**config.mk**
```make
export PLATFORM = sky130hd
export DESIGN_NAME = spism_regs
export DESIGN_NICKNAME = d
export VERILOG_FILES = /design/src/hdl/spism_pkg.sv /design/src/hdl/spism_core_if.sv /design/src/hdl/spism_brg.sv /design/src/hdl/spism_slave_mon.sv /design/src/hdl/spism_regs.sv
export SDC_FILE = /design/constraint.sdc
export NUM_CORES = 1
export LEC_CHECK = 0
export BUFFER_PORTS_ARGS = -buffer_cell sky130_fd_sc_hd__buf_4
export CORE_ASPECT_RATIO = 0.6
export CORE_UTILIZATION = 33
export DETAILED_ROUTE_END_ITERATION = 8
export PLACE_DENSITY = 0.66
export SLEW_MARGIN = 20
export SYNTH_ARGS = -nofsm -noshare
export SYNTH_HDL_FRONTEND = slang
export SYNTH_SLANG_ARGS = --single-unit
```
**constraint.sdc**
```tcl
create_clock -name sys_clk -period 3.2 [get_ports sys_clk]
set_input_delay 0.16 -clock sys_clk [delete_from_list [all_inputs] [get_ports sys_clk]]
set_output_delay 0.16 -clock sys_clk [all_outputs]
set_load 0.1 [all_outputs]
```
**src/hdl/spism_pkg.sv**
```systemverilog
package spism_pkg;
  // Printed register indexes; the bus byte address is four times the index
  localparam logic [11:0] IDX_DATA = 12'hf60;
  localparam logic [11:0] IDX_CTRL = 12'hf61;
  localparam logic [11:0] IDX_STAT = 12'hf62;
  localparam logic [11:0] IDX_MODE = 12'hf63;
  localparam logic [11:0] IDX_BRH  = 12'hf66;
  localparam logic [11:0] IDX_BRL  = 12'hf67;
  localparam int          ADDR_W   = 16;
  // Control fields
  localparam int CTL_EN   = 0;
  localparam int CTL_MM   = 1;
  localparam int CTL_POL  = 3;
  localparam int CTL_BIRQ = 5;
  localparam int CTL_STR  = 6;
  localparam int CTL_INTERRUPT_ENABLE_BIT = 7;
  // Status fields
  localparam int ST_IRQ = 7;
  localparam int ST_OVR = 6;
  localparam int ST_COL = 5;
  localparam int ST_ABT = 4;
  localparam int ST_TX  = 1;
  localparam int ST_SS  = 0;
  // Mode fields
  localparam int MD_COUNTER_READBACK_BIT = 5;
  localparam int MD_LEN  = 2;
  localparam int MD_SELECT_DIRECTION_BIT = 1;
  localparam int MD_SSV  = 0;
  localparam logic [7:0] MODE_MASK = 8'h3f;
  // Reset values
  localparam logic [7:0] CTRL_RST = 8'h00;
  localparam logic [7:0] STAT_RST = 8'h01;
  localparam logic [7:0] MODE_RST = 8'h00;
  localparam logic [7:0] RATE_RST = 8'hff;
  localparam logic [1:0] RESP_OK  = 2'h0;
  localparam logic [1:0] RESP_ERR = 2'h2;
  typedef enum logic [2:0] {
    SEL_NONE, SEL_DATA, SEL_CTRL, SEL_STAT, SEL_MODE, SEL_BRH, SEL_BRL
  } spism_sel_t;
  // Length code 0 means eight bits, others are the bit count itself
  function automatic logic [3:0] spism_char_bits(input logic [2:0] code);
    spism_char_bits = (code == 3'h0) ? 4'h8 : {1'b0, code};
  endfunction : spism_char_bits
endpackage : spism_pkg

```
**src/hdl/spism_core_if.sv**
```systemverilog
`timescale 1ns/1ps
interface spism_core_if;
  logic        enable;
  logic        slave;
  logic        clkpol;
  logic [2:0]  char_code;
  logic        active;
  logic        abort_p;
  logic        done_p;
  logic        ss_level;
  logic        run;
  logic [15:0] reload;
  logic [15:0] count;
  modport core (output enable, slave, clkpol, char_code, run, reload,
                input active, abort_p, done_p, ss_level, count);
  modport mon  (input enable, slave, clkpol, char_code,
                output active, abort_p, done_p, ss_level);
  modport brg  (input run, reload, output count);
endinterface : spism_core_if

```
**src/hdl/spism_brg.sv**
```systemverilog
`timescale 1ns/1ps
module spism_brg (
  // Clock and reset
  input logic          sys_clk,
  input logic          reset,
  input logic          ce,
  // Core side
  spism_core_if.brg    bif
);
  import spism_pkg::*;
  logic [15:0] cnt_r;

  // Counts down from the reload value and reloads on reaching one
  always_ff @(posedge sys_clk) begin
    if (reset) begin
      cnt_r <= {RATE_RST, RATE_RST};
    end else if (ce) begin
      if (!bif.run || cnt_r <= 16'h0001) begin
        cnt_r <= bif.reload;
      end else begin
        cnt_r <= cnt_r - 16'h0001;
      end
    end
  end

  assign bif.count = cnt_r;
endmodule : spism_brg

```
**src/hdl/spism_slave_mon.sv**
```systemverilog
`timescale 1ns/1ps
module spism_slave_mon #(
  parameter int CNT_W = 4
) (
  // Clock and reset
  input logic          sys_clk,
  input logic          reset,
  input logic          ce,
  // Pins
  input logic          sck_pin,
  input logic          ss_n_pin,
  // Core side
  spism_core_if.mon    mif
);
  import spism_pkg::*;
  if (CNT_W < 4) begin : g_chk
    $error("CNT_W must hold a count of eight");
  end
  logic             ss_s1, ss_s2, ss_s3;
  logic             sck_s1, sck_s2, sck_s3;
  logic [CNT_W-1:0] cnt_r;
  logic             act_r, abort_r, done_r;
  logic             en_slv, sel, lead, last;

  always_ff @(posedge sys_clk) begin
    if (reset) begin
      ss_s1  <= 1'b1;
      ss_s2  <= 1'b1;
      ss_s3  <= 1'b1;
      sck_s1 <= 1'b0;
      sck_s2 <= 1'b0;
      sck_s3 <= 1'b0;
    end else if (ce) begin
      ss_s1  <= ss_n_pin;
      ss_s2  <= ss_s1;
      ss_s3  <= ss_s2;
      sck_s1 <= sck_pin;
      sck_s2 <= sck_s1;
      sck_s3 <= sck_s2;
    end
  end

  assign en_slv = mif.enable & mif.slave;
  assign sel    = ~ss_s2;
  // Leading edge: clock leaves its idle level
  assign lead   = (sck_s2 ^ mif.clkpol) & ~(sck_s3 ^ mif.clkpol);
  assign last   = (cnt_r + CNT_W'(1)) == CNT_W'(spism_char_bits(mif.char_code));

  always_ff @(posedge sys_clk) begin
    if (reset) begin
      cnt_r   <= '0;
      act_r   <= 1'b0;
      abort_r <= 1'b0;
      done_r  <= 1'b0;
    end else if (ce) begin
      act_r   <= en_slv & sel;
      done_r  <= en_slv & sel & lead & last;
      abort_r <= en_slv & ss_s2 & ~ss_s3 & (cnt_r != '0);
      if (!en_slv || !sel || (lead && last)) begin
        cnt_r <= '0;
      end else if (lead) begin
        cnt_r <= cnt_r + CNT_W'(1);
      end
    end
  end

  assign mif.active   = act_r;
  assign mif.abort_p  = abort_r;
  assign mif.done_p   = done_r;
  assign mif.ss_level = ss_s2;

  a_abort_cause: assert property (@(posedge sys_clk) disable iff (reset)
    (ce && en_slv && ss_s2 && !ss_s3 && cnt_r != '0) |=> abort_r)
    else $error("slave abort not flagged on early deselect");
endmodule : spism_slave_mon

```
**src/hdl/spism_regs.sv**
```systemverilog
`timescale 1ns/1ps
// What this block does
// - While the unit is disabled every status bit holds its reset value.
// - Enabled unit sets interrupt pending on force bit or completed transaction.
// - Disabled unit used as baud timer never sets interrupt pending.
// - Interrupt, overrun, collision, abort flags readable; writing one clears them.
// - Overrun flag sets once an overrun is detected, else stays clear.
// - Collision flag sets when a multimaster mode fault is detected.
// - Slave deselected mid-character before all bits moved sets the abort flag.
// - A slave abort also sets interrupt pending as a completed transaction.
// - Transmit bit reads one while a transfer is in progress.
// - Select level bit mirrors the select input in slave mode.
// - Counter readback set makes rate byte reads return live counter bytes.
// - Live counter bytes are not latched together.
// - Length code zero is eight bits, others give one to seven bits.
// - Select direction bit makes select pin input or master-mode output.
// - Master-mode output select pin is driven to the drive value bit.
// - Writing one to interrupt pending also clears the force bit.
// - Data write during a transfer is dropped and sets overrun.
// - Pending interrupt reaches the output only with interrupt enable set.
module spism_regs (
  // Clock, reset, enable
  input  logic                        sys_clk,
  input  logic                        reset,
  input  logic                        ce,
  // AXI4-Lite write
  input  logic [spism_pkg::ADDR_W-1:0] s_axi_awaddr,
  input  logic                        s_axi_awvalid,
  output logic                        s_axi_awready,
  input  logic [31:0]                 s_axi_wdata,
  input  logic [3:0]                  s_axi_wstrb,
  input  logic                        s_axi_wvalid,
  output logic                        s_axi_wready,
  output logic [1:0]                  s_axi_bresp,
  output logic                        s_axi_bvalid,
  input  logic                        s_axi_bready,
  // AXI4-Lite read
  input  logic [spism_pkg::ADDR_W-1:0] s_axi_araddr,
  input  logic                        s_axi_arvalid,
  output logic                        s_axi_arready,
  output logic [31:0]                 s_axi_rdata,
  output logic [1:0]                  s_axi_rresp,
  output logic                        s_axi_rvalid,
  input  logic                        s_axi_rready,
  // Shifter side
  input  logic                        xfer_active,
  input  logic                        xfer_done,
  input  logic                        mode_fault,
  input  logic [7:0]                  shift_data,
  output logic                        data_load,
  output logic [7:0]                  data_byte,
  output logic [7:0]                  ctrl_cfg,
  output logic [2:0]                  char_code,
  // Pins
  input  logic                        sck_pin,
  input  logic                        ss_n_pin,
  output logic                        ss_n_out,
  output logic                        ss_n_oe,
  output logic                        irq_out
);
  import spism_pkg::*;

  function automatic spism_sel_t reg_sel(input logic [ADDR_W-1:0] a);
    case (a)
      {2'h0, IDX_DATA, 2'h0}: reg_sel = SEL_DATA;
      {2'h0, IDX_CTRL, 2'h0}: reg_sel = SEL_CTRL;
      {2'h0, IDX_STAT, 2'h0}: reg_sel = SEL_STAT;
      {2'h0, IDX_MODE, 2'h0}: reg_sel = SEL_MODE;
      {2'h0, IDX_BRH,  2'h0}: reg_sel = SEL_BRH;
      {2'h0, IDX_BRL,  2'h0}: reg_sel = SEL_BRL;
      default:                reg_sel = SEL_NONE;
    endcase
  endfunction : reg_sel

  spism_core_if cif ();

  spism_slave_mon #(
    .CNT_W    (4)
  ) u_mon (
    .sys_clk  (sys_clk),
    .reset    (reset),
    .ce       (ce),
    .sck_pin  (sck_pin),
    .ss_n_pin (ss_n_pin),
    .mif      (cif.mon)
  );

  spism_brg u_brg (
    .sys_clk  (sys_clk),
    .reset    (reset),
    .ce       (ce),
    .bif      (cif.brg)
  );

  // Register state
  logic [7:0]  ctrl_r;
  logic [7:0]  mode_r;
  logic [7:0]  brh_r;
  logic [7:0]  brl_r;
  logic        irq_r, ovr_r, col_r, abt_r, tx_r, ss_r;
  // Bus state
  logic        awr_r, arr_r, bvalid_r, rvalid_r;
  logic [1:0]  bresp_r, rresp_r;
  logic [31:0] rdata_r, rdata_nxt;
  logic        data_load_r, irq_out_r, ss_out_r, ss_oe_r;
  logic [7:0]  data_byte_r;
  // Decoded strobes
  spism_sel_t  wsel, rsel;
  logic        wr_go, rd_go, wen;
  logic        en, busy, data_wr, ovr_set, irq_set;
  logic [7:0]  clr, stat_v;

  assign en   = ctrl_r[CTL_EN];
  assign busy = xfer_active | cif.active;

  // Write address and data are taken together, one cycle after both appear
  always_ff @(posedge sys_clk) begin
    if (reset) begin
      awr_r    <= 1'b0;
      bvalid_r <= 1'b0;
      bresp_r  <= RESP_OK;
    end else if (ce) begin
      awr_r <= s_axi_awvalid & s_axi_wvalid & ~awr_r & ~bvalid_r;
      if (wr_go) begin
        bvalid_r <= 1'b1;
        bresp_r  <= (wsel == SEL_NONE) ? RESP_ERR : RESP_OK;
      end else if (s_axi_bready) begin
        bvalid_r <= 1'b0;
      end
    end
  end

  assign wr_go = awr_r & s_axi_awvalid & s_axi_wvalid;
  assign wsel  = reg_sel(s_axi_awaddr);
  assign wen   = wr_go & s_axi_wstrb[0];

  always_ff @(posedge sys_clk) begin
    if (reset) begin
      arr_r    <= 1'b0;
      rvalid_r <= 1'b0;
      rresp_r  <= RESP_OK;
      rdata_r  <= 32'h0000_0000;
    end else if (ce) begin
      arr_r <= s_axi_arvalid & ~arr_r & ~rvalid_r;
      if (rd_go) begin
        rvalid_r <= 1'b1;
        rresp_r  <= (rsel == SEL_NONE) ? RESP_ERR : RESP_OK;
        rdata_r  <= rdata_nxt;
      end else if (s_axi_rready) begin
        rvalid_r <= 1'b0;
      end
    end
  end

  assign rd_go = arr_r & s_axi_arvalid;
  assign rsel  = reg_sel(s_axi_araddr);

  assign stat_v = {irq_r, ovr_r, col_r, abt_r, 2'h0, tx_r, ss_r};

  // Live counter bytes are read separately, never latched as a pair
  always_comb begin
    rdata_nxt = 32'h0000_0000;
    case (rsel)
      SEL_DATA: rdata_nxt[7:0] = shift_data;
      SEL_CTRL: rdata_nxt[7:0] = ctrl_r;
      SEL_STAT: rdata_nxt[7:0] = stat_v;
      SEL_MODE: rdata_nxt[7:0] = mode_r & MODE_MASK;
      SEL_BRH:  rdata_nxt[7:0] = mode_r[MD_COUNTER_READBACK_BIT] ? cif.count[15:8] : brh_r;
      SEL_BRL:  rdata_nxt[7:0] = mode_r[MD_COUNTER_READBACK_BIT] ? cif.count[7:0] : brl_r;
      default:  rdata_nxt = 32'h0000_0000;
    endcase
  end

  // Control, mode and rate registers
  always_ff @(posedge sys_clk) begin
    if (reset) begin
      ctrl_r <= CTRL_RST;
      mode_r <= MODE_RST;
      brh_r  <= RATE_RST;
      brl_r  <= RATE_RST;
    end else if (ce) begin
      if (wen && wsel == SEL_CTRL) begin
        ctrl_r <= s_axi_wdata[7:0];
      end else if (wen && wsel == SEL_STAT && s_axi_wdata[ST_IRQ]) begin
        ctrl_r[CTL_STR] <= 1'b0;
      end
      if (wen && wsel == SEL_MODE) begin
        mode_r <= s_axi_wdata[7:0] & MODE_MASK;
      end
      if (wen && wsel == SEL_BRH) begin
        brh_r <= s_axi_wdata[7:0];
      end
      if (wen && wsel == SEL_BRL) begin
        brl_r <= s_axi_wdata[7:0];
      end
    end
  end

  // Data writes go to the shifter unless a transfer is under way
  assign data_wr = wen & (wsel == SEL_DATA);

  always_ff @(posedge sys_clk) begin
    if (reset) begin
      data_load_r <= 1'b0;
      data_byte_r <= 8'h00;
    end else if (ce) begin
      data_load_r <= data_wr & ~busy;
      if (data_wr && !busy) begin
        data_byte_r <= s_axi_wdata[7:0];
      end
    end
  end

  // Sticky flags: a set in the clearing cycle wins
  assign clr     = (wen && wsel == SEL_STAT) ? s_axi_wdata[7:0] : 8'h00;
  assign ovr_set = data_wr & busy;
  assign irq_set = ctrl_r[CTL_STR] | xfer_done | cif.done_p | cif.abort_p;

  always_ff @(posedge sys_clk) begin
    if (reset || (ce && !en)) begin
      irq_r <= STAT_RST[ST_IRQ];
      ovr_r <= STAT_RST[ST_OVR];
      col_r <= STAT_RST[ST_COL];
      abt_r <= STAT_RST[ST_ABT];
      tx_r  <= STAT_RST[ST_TX];
      ss_r  <= STAT_RST[ST_SS];
    end else if (ce) begin
      irq_r <= irq_set | (irq_r & ~clr[ST_IRQ]);
      ovr_r <= ovr_set | (ovr_r & ~clr[ST_OVR]);
      col_r <= mode_fault | (col_r & ~clr[ST_COL]);
      abt_r <= cif.abort_p | (abt_r & ~clr[ST_ABT]);
      tx_r  <= busy;
      ss_r  <= cif.ss_level;
    end
  end

  // Pins and interrupt output
  always_ff @(posedge sys_clk) begin
    if (reset) begin
      irq_out_r <= 1'b0;
      ss_out_r  <= 1'b1;
      ss_oe_r   <= 1'b0;
    end else if (ce) begin
      irq_out_r <= irq_r & ctrl_r[CTL_INTERRUPT_ENABLE_BIT];
      ss_oe_r   <= en & ctrl_r[CTL_MM] & mode_r[MD_SELECT_DIRECTION_BIT];
      ss_out_r  <= mode_r[MD_SSV];
    end
  end

  // Core links
  assign cif.enable    = en;
  assign cif.slave     = ~ctrl_r[CTL_MM];
  assign cif.clkpol    = ctrl_r[CTL_POL];
  assign cif.char_code = mode_r[MD_LEN +: 3];
  assign cif.run       = en | ctrl_r[CTL_BIRQ];
  assign cif.reload    = {brh_r, brl_r};

  // Outputs
  assign s_axi_awready = awr_r;
  assign s_axi_wready  = awr_r;
  assign s_axi_bvalid  = bvalid_r;
  assign s_axi_bresp   = bresp_r;
  assign s_axi_arready = arr_r;
  assign s_axi_rvalid  = rvalid_r;
  assign s_axi_rresp   = rresp_r;
  assign s_axi_rdata   = rdata_r;
  assign data_load     = data_load_r;
  assign data_byte     = data_byte_r;
  assign ctrl_cfg      = ctrl_r;
  assign char_code     = mode_r[MD_LEN +: 3];
  assign ss_n_out      = ss_out_r;
  assign ss_n_oe       = ss_oe_r;
  assign irq_out       = irq_out_r;

  a_disabled_reset: assert property (@(posedge sys_clk) disable iff (reset)
    (ce && !en) |=> (stat_v == STAT_RST))
    else $error("status not at reset while disabled");

  a_force_irq: assert property (@(posedge sys_clk) disable iff (reset)
    (ce && en && ctrl_r[CTL_STR]) |=> irq_r)
    else $error("force bit did not raise pending interrupt");

  a_w1c_clear: assert property (@(posedge sys_clk) disable iff (reset)
    (ce && en && clr[ST_COL] && !mode_fault) |=> !col_r)
    else $error("collision flag not cleared by write of one");

  a_overrun_set: assert property (@(posedge sys_clk) disable iff (reset)
    (ce && en && data_wr && busy) |=> (ovr_r && !data_load_r))
    else $error("busy data write not flagged as overrun");

  a_col_set: assert property (@(posedge sys_clk) disable iff (reset)
    (ce && en && mode_fault) |=> col_r)
    else $error("mode fault did not set collision");

  a_abort_irq: assert property (@(posedge sys_clk) disable iff (reset)
    (ce && en && cif.abort_p) |=> (abt_r && irq_r))
    else $error("abort did not set abort and pending");

  a_str_clear: assert property (@(posedge sys_clk) disable iff (reset)
    (ce && clr[ST_IRQ] && !(wen && wsel == SEL_CTRL)) |=> !ctrl_r[CTL_STR])
    else $error("force bit survived pending clear");

  a_readback_lo: assert property (@(posedge sys_clk) disable iff (reset)
    (ce && rd_go && rsel == SEL_BRL && mode_r[MD_COUNTER_READBACK_BIT])
      |=> (s_axi_rdata[7:0] == $past(cif.count[7:0])))
    else $error("diagnostic read did not return live counter");

  a_ss_drive: assert property (@(posedge sys_clk) disable iff (reset)
    (ce && en && ctrl_r[CTL_MM] && mode_r[MD_SELECT_DIRECTION_BIT])
      |=> (ss_n_oe && ss_n_out == $past(mode_r[MD_SSV])))
    else $error("select pin not driven to drive value");

  a_irq_gate: assert property (@(posedge sys_clk) disable iff (reset)
    ce |=> (irq_out == $past(irq_r & ctrl_r[CTL_INTERRUPT_ENABLE_BIT])))
    else $error("interrupt output not gated by enable");

  a_pending_done: assert property (@(posedge sys_clk) disable iff (reset)
    (ce && en && (xfer_done || cif.done_p)) |=> irq_r)
    else $error("completed transfer did not raise pending");

  a_tx_track: assert property (@(posedge sys_clk) disable iff (reset)
    (ce && en) |=> (tx_r == $past(busy)))
    else $error("transmit bit does not follow transfer activity");

  a_sel_level: assert property (@(posedge sys_clk) disable iff (reset)
    (ce && en) |=> (ss_r == $past(cif.ss_level)))
    else $error("select level bit does not follow select input");

  a_data_load: assert property (@(posedge sys_clk) disable iff (reset)
    (ce && data_wr && !busy) |=> (data_load_r && data_byte_r == $past(s_axi_wdata[7:0])))
    else $error("idle data write not handed to shifter");

  a_readback_hi: assert property (@(posedge sys_clk) disable iff (reset)
    (ce && rd_go && rsel == SEL_BRH && mode_r[MD_COUNTER_READBACK_BIT])
      |=> (s_axi_rdata[7:0] == $past(cif.count[15:8])))
    else $error("diagnostic read did not return live counter high");

  a_reload_read: assert property (@(posedge sys_clk) disable iff (reset)
    (ce && rd_go && rsel == SEL_BRL && !mode_r[MD_COUNTER_READBACK_BIT])
      |=> (s_axi_rdata[7:0] == $past(brl_r)))
    else $error("rate low read did not return reload byte");
endmodule : spism_regs

```
==> flow_metrics.py, run 1 <==
metrics = {
    "run_status": {
        "status": "finished, final reports clean",
    },
    "sta": {
        "period_needed_ns": 2.48,
        "rsz0062_at_grt": "false",
        "clock_skew_ns": 0.0100,
        "tns_ns": 0,
        "slew_violations": 0,
        "hold_violations": 0,
        "slew_headroom": 0.507,
        "min_period_over_period": 0.774,
        "max_freq_mhz": 404,
        "worst_pin_slew_ns": 0.739,
        "finalSetupViolCount": 0,
    },
    "layout": {
        "fillCellCount": 1450,
        "drive_above_1_share": 0.220,
        "layout.nets": 744,
        "area_delta_synth_final_pct": 21.2,
        "diodes": 0,
    },
    "logic_synthesis": {
        "synth_enable_flop_cells": 0,
        "synth_area_leaders": "dfxtp_1 37%, mux2i_1 12%, nor2_1 4.9%",
        "syn_area_um2": 4980,
        "yosysTopAreaCell": "dfxtp_1",
        "synthDistinctLibCells": 70,
        "synth-seq-area-share": 0.366,
        "synth-main-ff-cell": "dfxtp_1",
        "synth_seq_cells": 91,
        "postSynthAreaPerCell_um2": 8.69,
        "async_flop_share": 0,
        "yosys_warnings": 0,
        "syn_inst": 573,
        "yosysTopAreaCellShare": 0.366,
    },
    "grt": {
        "grt_pass1_vias": 4448,
        "overflow": 0,
        "grt_usage": 0.206,
        "grt_first_pass_wirelength_mm": 24.8,
        "grt_max_degree": 62,
        "antenna_found_initial": 0,
    },
    "floorplan": {
        "io-pin-count": 153,
        "coreArea_um2": 14600,
        "std_cell_rows": 34,
        "start_util": 0.341,
        "dieHeight_um": 97.2,
        "dieArea_um2": 15600,
        "die_x_um": 161,
    },
    "run": {
        "maxCapViolations": 0,
    },
    "placement": {
        "port_buffers": 99,
        "dp_hpwl_mm": 12.2,
        "gp_congestion": 0.915,
    },
    "worst_setup_path": {
        "path_buf_inv": 1,
        "path_cells": "inv_1 -> ha_1 -> nor2_1 -> and4bb_2 -> a21oi_4 -> mux2_4 -> a221o_1",
        "arrival_ns": 2.71,
        "slowest_stage": "dfxtp_1",
        "cp-end-kind": "flip-flop",
        "cpPeakStageDelay_ns": 0.44,
        "crit_path_start_kind": "flip-flop",
        "crit_required_ns": 3.44,
        "crit_fanout": 13,
        "cp_top_family": "compound AO/OA/AOI/OAI gates",
        "worst-setup-path-type": "flip-flop to flip-flop",
    },
    "hold_path": {
        "hp-class": "input pin to flip-flop",
    },
    "routing": {
        "vias": 4702,
        "drt-total-wl_mm": 15.9,
        "drt-initial-drc-count": 470,
        "post_drt_wl_per_cell_um": 18.6,
        "viasPerCell": 5.51,
        "ant_nets": 0,
        "route.detailed.drc": 0,
        "dr.pass1.iters": 5,
    },
    "clock_network": {
        "cts_buffer_depth": 2,
        "ctsResizeCount": 0,
        "holdBufCountCts": 0,
        "post-cts-setup-buffers": 0,
        "htree_levels": 3,
        "cts_buffers": 9,
        "tritoncts": "yes",
        "clock-sinks": 91,
        "root_buffer": "clkbuf_16",
        "path_clk_slew_ns": 0.07,
        "insertion_delay_ns": 0.35,
    },
    "power_and_ir_drop": {
        "power_uw": 2590,
        "p_per_area_nw_per_um2": 429,
        "irDropWorstVdd_mv": 0.202,
        "p_leak_uw": 0.00253,
    },
}
[path summary, 6_finish.rpt]
check / startpoint / end / slack, ns / cells after the start
hold reg to reg: s_axi_rdata[7] / s_axi_rdata[7] / 0.46 / 2
setup reg to reg: u_brg.bif.count[0] / u_brg.bif.count[9] / 0.72 / 7
setup / recovery: u_brg.bif.count[0] / u_brg.bif.count[9] / 0.72 / 7
hold / removal: ss_n_pin / u_mon.ss_s1 / 0.02 / 3
[routing by layer]
layer  vias up  global-route usage  part of all wire
li1       2173                   -                 -
met1      2230               0.311              0.50
met2       276               0.284              0.39
met3        23              0.0593              0.11
met4         0              0.0432             0.012
met5         -                   0                 0
[report_power, final]
| part | internal [uW] | switching [uW] | total (uW) |
|---|---|---|---|
| registers | 1150 | 16.2 | 1160 |
| clock network | 578 | 487 | 1060 |
| logic | 93.5 | 270 | 364 |
[logic make-up (layout without fill, tap and decap cells)]
family | count (synthesis) | after routing | synth area share
buffers and inverters | 79 | 137 | 0.0867
flip-flops | 91 | 91 | 0.366
AO/OA/AOI/OAI | 108 | 108 | 0.149
other | 1 | 26 | 0.000753
XOR/XNOR | 4 | 4 | 0.00703
AND/OR/NAND/NOR | 212 | 212 | 0.218
adder cells (fa/ha/maj) | 4 | 4 | 0.0100
multiplexers | 74 | 74 | 0.163
[sequential cells by signal, indices dropped and copies added (netlist names), 4 cells and up]
register,cells
u_mon.cnt_r,4
data_byte,8
brl_r,8
ctrl_cfg,8
u_brg.bif.count,16
mode_r,6
s_axi_rdata,8
brh_r,8
[area by class of cell]
cell class	count	area (um^2)	area share
Multi-Input combinational cell	428	2820	0.467
Timing Repair Buffer	106	796	0.132
Clock buffer	11	253	0.0419
Tap cell	198	248	0.0410
Inverter	15	56.3	0.00933
Sequential cell	91	1820	0.302
Clock inverter	5	41.3	0.00684
[worst reg2reg max path: cells and delay by family (launching register included)]
kind	cells	cell delay [ns]
buffers and inverters	1	0.09
AO/OA/AOI/OAI	2	0.77
AND/OR/NAND/NOR	2	0.41
adder cells (fa/ha/maj)	1	0.29
multiplexers	1	0.35
flip-flops	1	0.44
[cells in the mapped netlist (4+ instances only)]
cell type,count
clkbuf_1,20
nand2_1,63
a31oi_1,7
nor4_1,6
and3_1,7
buf_4,32
mux2_2,8
nor2_1,65
a21oi_1,22
or4_1,4
mux4_2,4
a221o_1,5
nand3_1,11
o21ai_0,24
mux2i_1,58
nor3b_1,8
dfxtp_1,91
a22oi_1,8
buf_2,6
nand4_1,12
nor3_1,11
inv_1,14
nand2b_1,4
a21o_1,8
buf_1,5
o211ai_1,4
ha_1,4
[per-stage QoR]
step	cells	instance area, um^2	hold WS, ns	utilization	setup slack, ns
after global placement	838	5740	0.379	0.394	0.867
final	854	6040	0.0209	0.414	0.724
after CTS	854	6040	0.0177	0.414	0.742
after detailed placement	838	5740	0.382	0.394	0.774
after global routing	854	6040	0.0218	0.414	0.587
after floorplan	598	5070	0.285	-	0.663
[layout by cell type (no fill, tap or decap), types with 3 or more instances in the layout]
| cell | instances |
|---|---|
| conb_1 | 26 |
| buf_4 | 106 |
| inv_6 | 3 |
| mux4_2 | 4 |
| mux2_1 | 3 |
| nor3_1 | 11 |
| dfxtp_1 | 91 |
| nand4_1 | 12 |
| o2bb2ai_1 | 3 |
| mux2i_1 | 58 |
| o21ai_0 | 24 |
| nor4_1 | 6 |
| a31oi_1 | 7 |
| mux2_2 | 8 |
| and3_1 | 7 |
| nand2b_1 | 4 |
| xnor2_1 | 3 |
| a22oi_1 | 8 |
| inv_1 | 14 |
| nand3_1 | 11 |
| and4_1 | 3 |
| or4_1 | 4 |
| ha_1 | 4 |
| o211ai_1 | 4 |
| or3_1 | 3 |
| a32oi_1 | 3 |
| nor2_1 | 65 |
| nor3b_1 | 8 |
| a21oi_1 | 22 |
| o41ai_1 | 3 |
| a221o_1 | 5 |
| nand2_1 | 63 |
| a21o_1 | 8 |
| clkbuf_16 | 9 |
Power figures use the tool's default switching activity.
==> run 2: changes to the inputs <==
--- a/config.mk
+++ b/config.mk
@@ -5,6 +5,7 @@
 export SDC_FILE = /design/constraint.sdc
 export NUM_CORES = 1
 export LEC_CHECK = 0
+export ABC_AREA = 1
 export BUFFER_PORTS_ARGS = -buffer_cell sky130_fd_sc_hd__buf_4
 export CORE_ASPECT_RATIO = 0.6
 export CORE_UTILIZATION = 33
==> constraint.sdc (replaced) <==
create_clock -name sys_clk -period 2.4 [get_ports sys_clk]
set_input_delay 0.12 -clock sys_clk [delete_from_list [all_inputs] [get_ports sys_clk]]
set_output_delay 0.12 -clock sys_clk [all_outputs]
set_load 0.1 [all_outputs]
==> run 2 against run 1 <==
Compared with the run above: first-iteration DRC count rose by 27%; clock-buffer cell count rose by 1; design area rose by 4.3%; sequential cell count did not move; fmax rose by 31%; area after synthesis rose by 4.9%; non-clock buffer count rose by 6; combinational power rose by 40%; sequential power rose by 35%; critical endpoint is now u_brg.bif.count[4]; largest cell class unchanged; largest power group unchanged; highest routed layer unchanged.
==> flow_metrics.py, run 2 <==
metrics = {
    "placement": {
        "port_buffers": 99,
        "gp_congestion": 0.871,
        "post-place-ws_ns": 0.514,
        "dp_hpwl_mm": 11.6,
    },
    "logic_synthesis": {
        "yosysTopAreaCellShare": 0.349,
        "yosysMostFrequentCell": "nand2_1",
        "syn_inst": 795,
        "synth-xor-area-share": 0.0201,
        "muxShareOfSynthArea": 0,
        "synth_fa_ha_area_frac": 0.00958,
        "syn_area_um2": 5230,
        "synth_top_family_by_area": "simple AND/OR/NAND/NOR gates",
        "synthDistinctLibCells": 38,
        "postSynthAreaPerCell_um2": 6.57,
        "synth_compound_gate_area_share": 0.155,
        "synth-seq-area-share": 0.349,
        "synth-main-ff-cell": "dfxtp_1",
        "yosysTopAreaCell": "dfxtp_1",
        "yosys.area_share.simple": 0.332,
        "synth_enable_flop_cells": 0,
        "synth_seq_cells": 91,
        "ys_top_cells_by_count": "246 x nand2_1, 91 x dfxtp_1, 83 x a21oi_1, 71 x inv_1, 57 x nor2_1",
        "synth_area_leaders": "dfxtp_1 35%, nand2_1 18%, a21oi_1 7.9%",
        "async_flop_share": 0,
        "yosys_warnings": 0,
    },
    "floorplan": {
        "die_x_um": 164,
        "start_util": 0.339,
        "coreArea_um2": 15400,
        "io-pin-count": 153,
        "std_cell_rows": 35,
        "dieArea_um2": 16400,
        "dieHeight_um": 99.5,
    },
    "grt": {
        "overflow": 0,
        "grt_pass1_vias": 4451,
        "antenna_found_initial": 0,
        "grt_first_pass_wirelength_mm": 24.1,
        "grt_usage": 0.193,
        "grt_max_degree": 43,
    },
    "worst_setup_path": {
        "cp-end-kind": "flip-flop",
        "crit_path_start_kind": "flip-flop",
        "rr_endpoint": "u_brg.bif.count[4]",
        "worst-r2r-cell-count": 12,
        "crit_required_ns": 2.63,
        "r2r_slack_ns": 0.51,
        "arrival_ns": 2.12,
        "r2r_start": "u_brg.bif.count[0]",
        "crit_fanout": 18,
        "endpoint": "u_brg.bif.count[4]",
        "cp-startpoint": "u_brg.bif.count[0]",
        "worst-setup-path-type": "flip-flop to flip-flop",
    },
    "layout": {
        "drive_above_1_share": 0.179,
        "layout_commonest_cell": "nand2_1",
        "largest_reg_flops": 16,
        "area_delta_synth_final_pct": 20.5,
        "diodes": 0,
        "layout.nets": 971,
        "fillCellCount": 1640,
        "multi_input_area_um2": 2800,
        "register_area_um2": 1820,
        "layout_common_cells": "246 x nand2_1, 109 x buf_4, 91 x dfxtp_1, 83 x a21oi_1, 70 x inv_1",
    },
    "power_and_ir_drop": {
        "p_leak_uw": 0.00285,
        "p_per_area_nw_per_um2": 549,
        "irDropWorstVdd_mv": 0.319,
    },
    "hold_path": {
        "hp-class": "input pin to flip-flop",
    },
    "routing": {
        "dr.pass1.iters": 8,
        "vias": 5232,
        "ant_nets": 0,
        "route.detailed.drc": 0,
        "drt-initial-drc-count": 597,
        "post_drt_wl_per_cell_um": 14.3,
        "viasPerCell": 4.82,
        "drt-total-wl_mm": 15.5,
    },
    "clock_network": {
        "root_buffer": "clkbuf_16",
        "htree_levels": 3,
        "ctsResizeCount": 0,
        "clock-sinks": 91,
        "insertion_delay_ns": 0.34,
        "cts_buffers": 9,
        "tritoncts": "yes",
        "path_clk_slew_ns": 0.07,
        "cts_buffer_depth": 2,
    },
    "run": {
        "maxCapViolations": 0,
    },
    "sta": {
        "worst_pin_slew_ns": 0.682,
        "min_period_over_period": 0.789,
        "clock_skew_ns": 0.0107,
        "rsz0062_at_grt": "false",
        "fin_ws_ns": 0.505,
        "hold_violations": 0,
        "slew_violations": 0,
        "period_needed_ns": 1.89,
        "slew_headroom": 0.544,
        "tns_ns": 0,
        "max_freq_mhz": 528,
        "finalSetupViolCount": 0,
    },
    "run_status": {
        "status": "finished, final reports clean",
    },
}
-- run 2: cell count changes after synthesis, sizes merged, moves of 12 or more --
cell / delta
o21ai: +19
nand2: +187
nand3: +46
a21oi: +64
o211ai: +13
mux2: -12
mux2i: -58
inv: +57
-- run 2: critical path: stages (launching register included) --
cell and delay [ns]:
dfxtp_1 0.34, inv_1 0.10, ha_1 0.26, inv_1 0.10
nor2_4 0.15, nand2_2 0.09, o21ai_2 0.06, nand2_1 0.07
nand2_2 0.21, buf_12 0.19, a21oi_1 0.07, o21ai_0 0.09
nand2_1 0.06
-- run 2: worst min path at each step --
stage / start / to / slack (ns) / cells after the start
final: s_axi_rready / s_axi_rvalid / 0.04 / 4
after global routing: s_axi_rready / s_axi_rvalid / 0.04 / 4
after CTS: s_axi_rready / s_axi_rvalid / 0.03 / 4
after detailed placement: ss_n_pin / u_mon.ss_s1 / 0.34 / 3
after global placement: ss_n_pin / u_mon.ss_s1 / 0.33 / 3
after floorplan: ss_n_pin / u_mon.ss_s1 / 0.25 / 2
-- run 2: logic make-up (layout without fill, tap and decap cells) --
| kind of cell | after synthesis | count (layout) |
|---|---|---|
| buffers and inverters | 138 | 201 |
| adders and majority gates | 4 | 4 |
| other | 1 | 26 |
| and+or+nand+nor | 400 | 400 |
| AOI/OAI and AO/OA | 149 | 149 |
| DFF | 91 | 91 |
| xor gates and xnor gates | 12 | 12 |
-- run 2: final cells by class --
class / instances / share of cell area
repair buffers: 112 / 0.136
inverters: 73 / 0.0437
clock buffers: 12 / 0.0407
clock inverters: 4 / 0.00516
multi-input cells: 591 / 0.445
flip-flops and latches: 91 / 0.289
well taps: 203 / 0.0403
-- run 2: power breakdown --
| group | internal, uW | switching, uW | total (uW) |
|---|---|---|---|
| Combinational | 124 | 386 | 509 |
| Sequential | 1540 | 28.6 | 1570 |
| Clock | 765 | 617 | 1380 |
-- run 2: what timing repair did --
| item | 4_1_cts | 5_1_grt |
|---|---|---|
| hold endpoints to repair | 2 | 0 |
| hold buffers | 2 | 0 |
| buffers inserted | 0 | 0 |
-- run 2: stage by stage --
stage                     power [uW]  hold WS [ns]  instances  utilization  cell area (um^2)
final                           3460        0.0355       1086        0.409              6300
after global routing            3580        0.0450       1086        0.409              6300
after CTS                       3480        0.0331       1086        0.409              6300
after detailed placement        2110         0.344       1068        0.389              5990
after global placement          2100         0.333       1068        0.389              5990
after floorplan                 1990         0.246        820            -              5320
-- run 2: routing by layer --
metal,GRT usage,routed length (um),vias to the layer above
met2,0.252,5590,229
met5,0,0,-
met4,0.0388,126,0
met1,0.302,8070,2322
met3,0.0584,1730,11
li1,-,-,2670
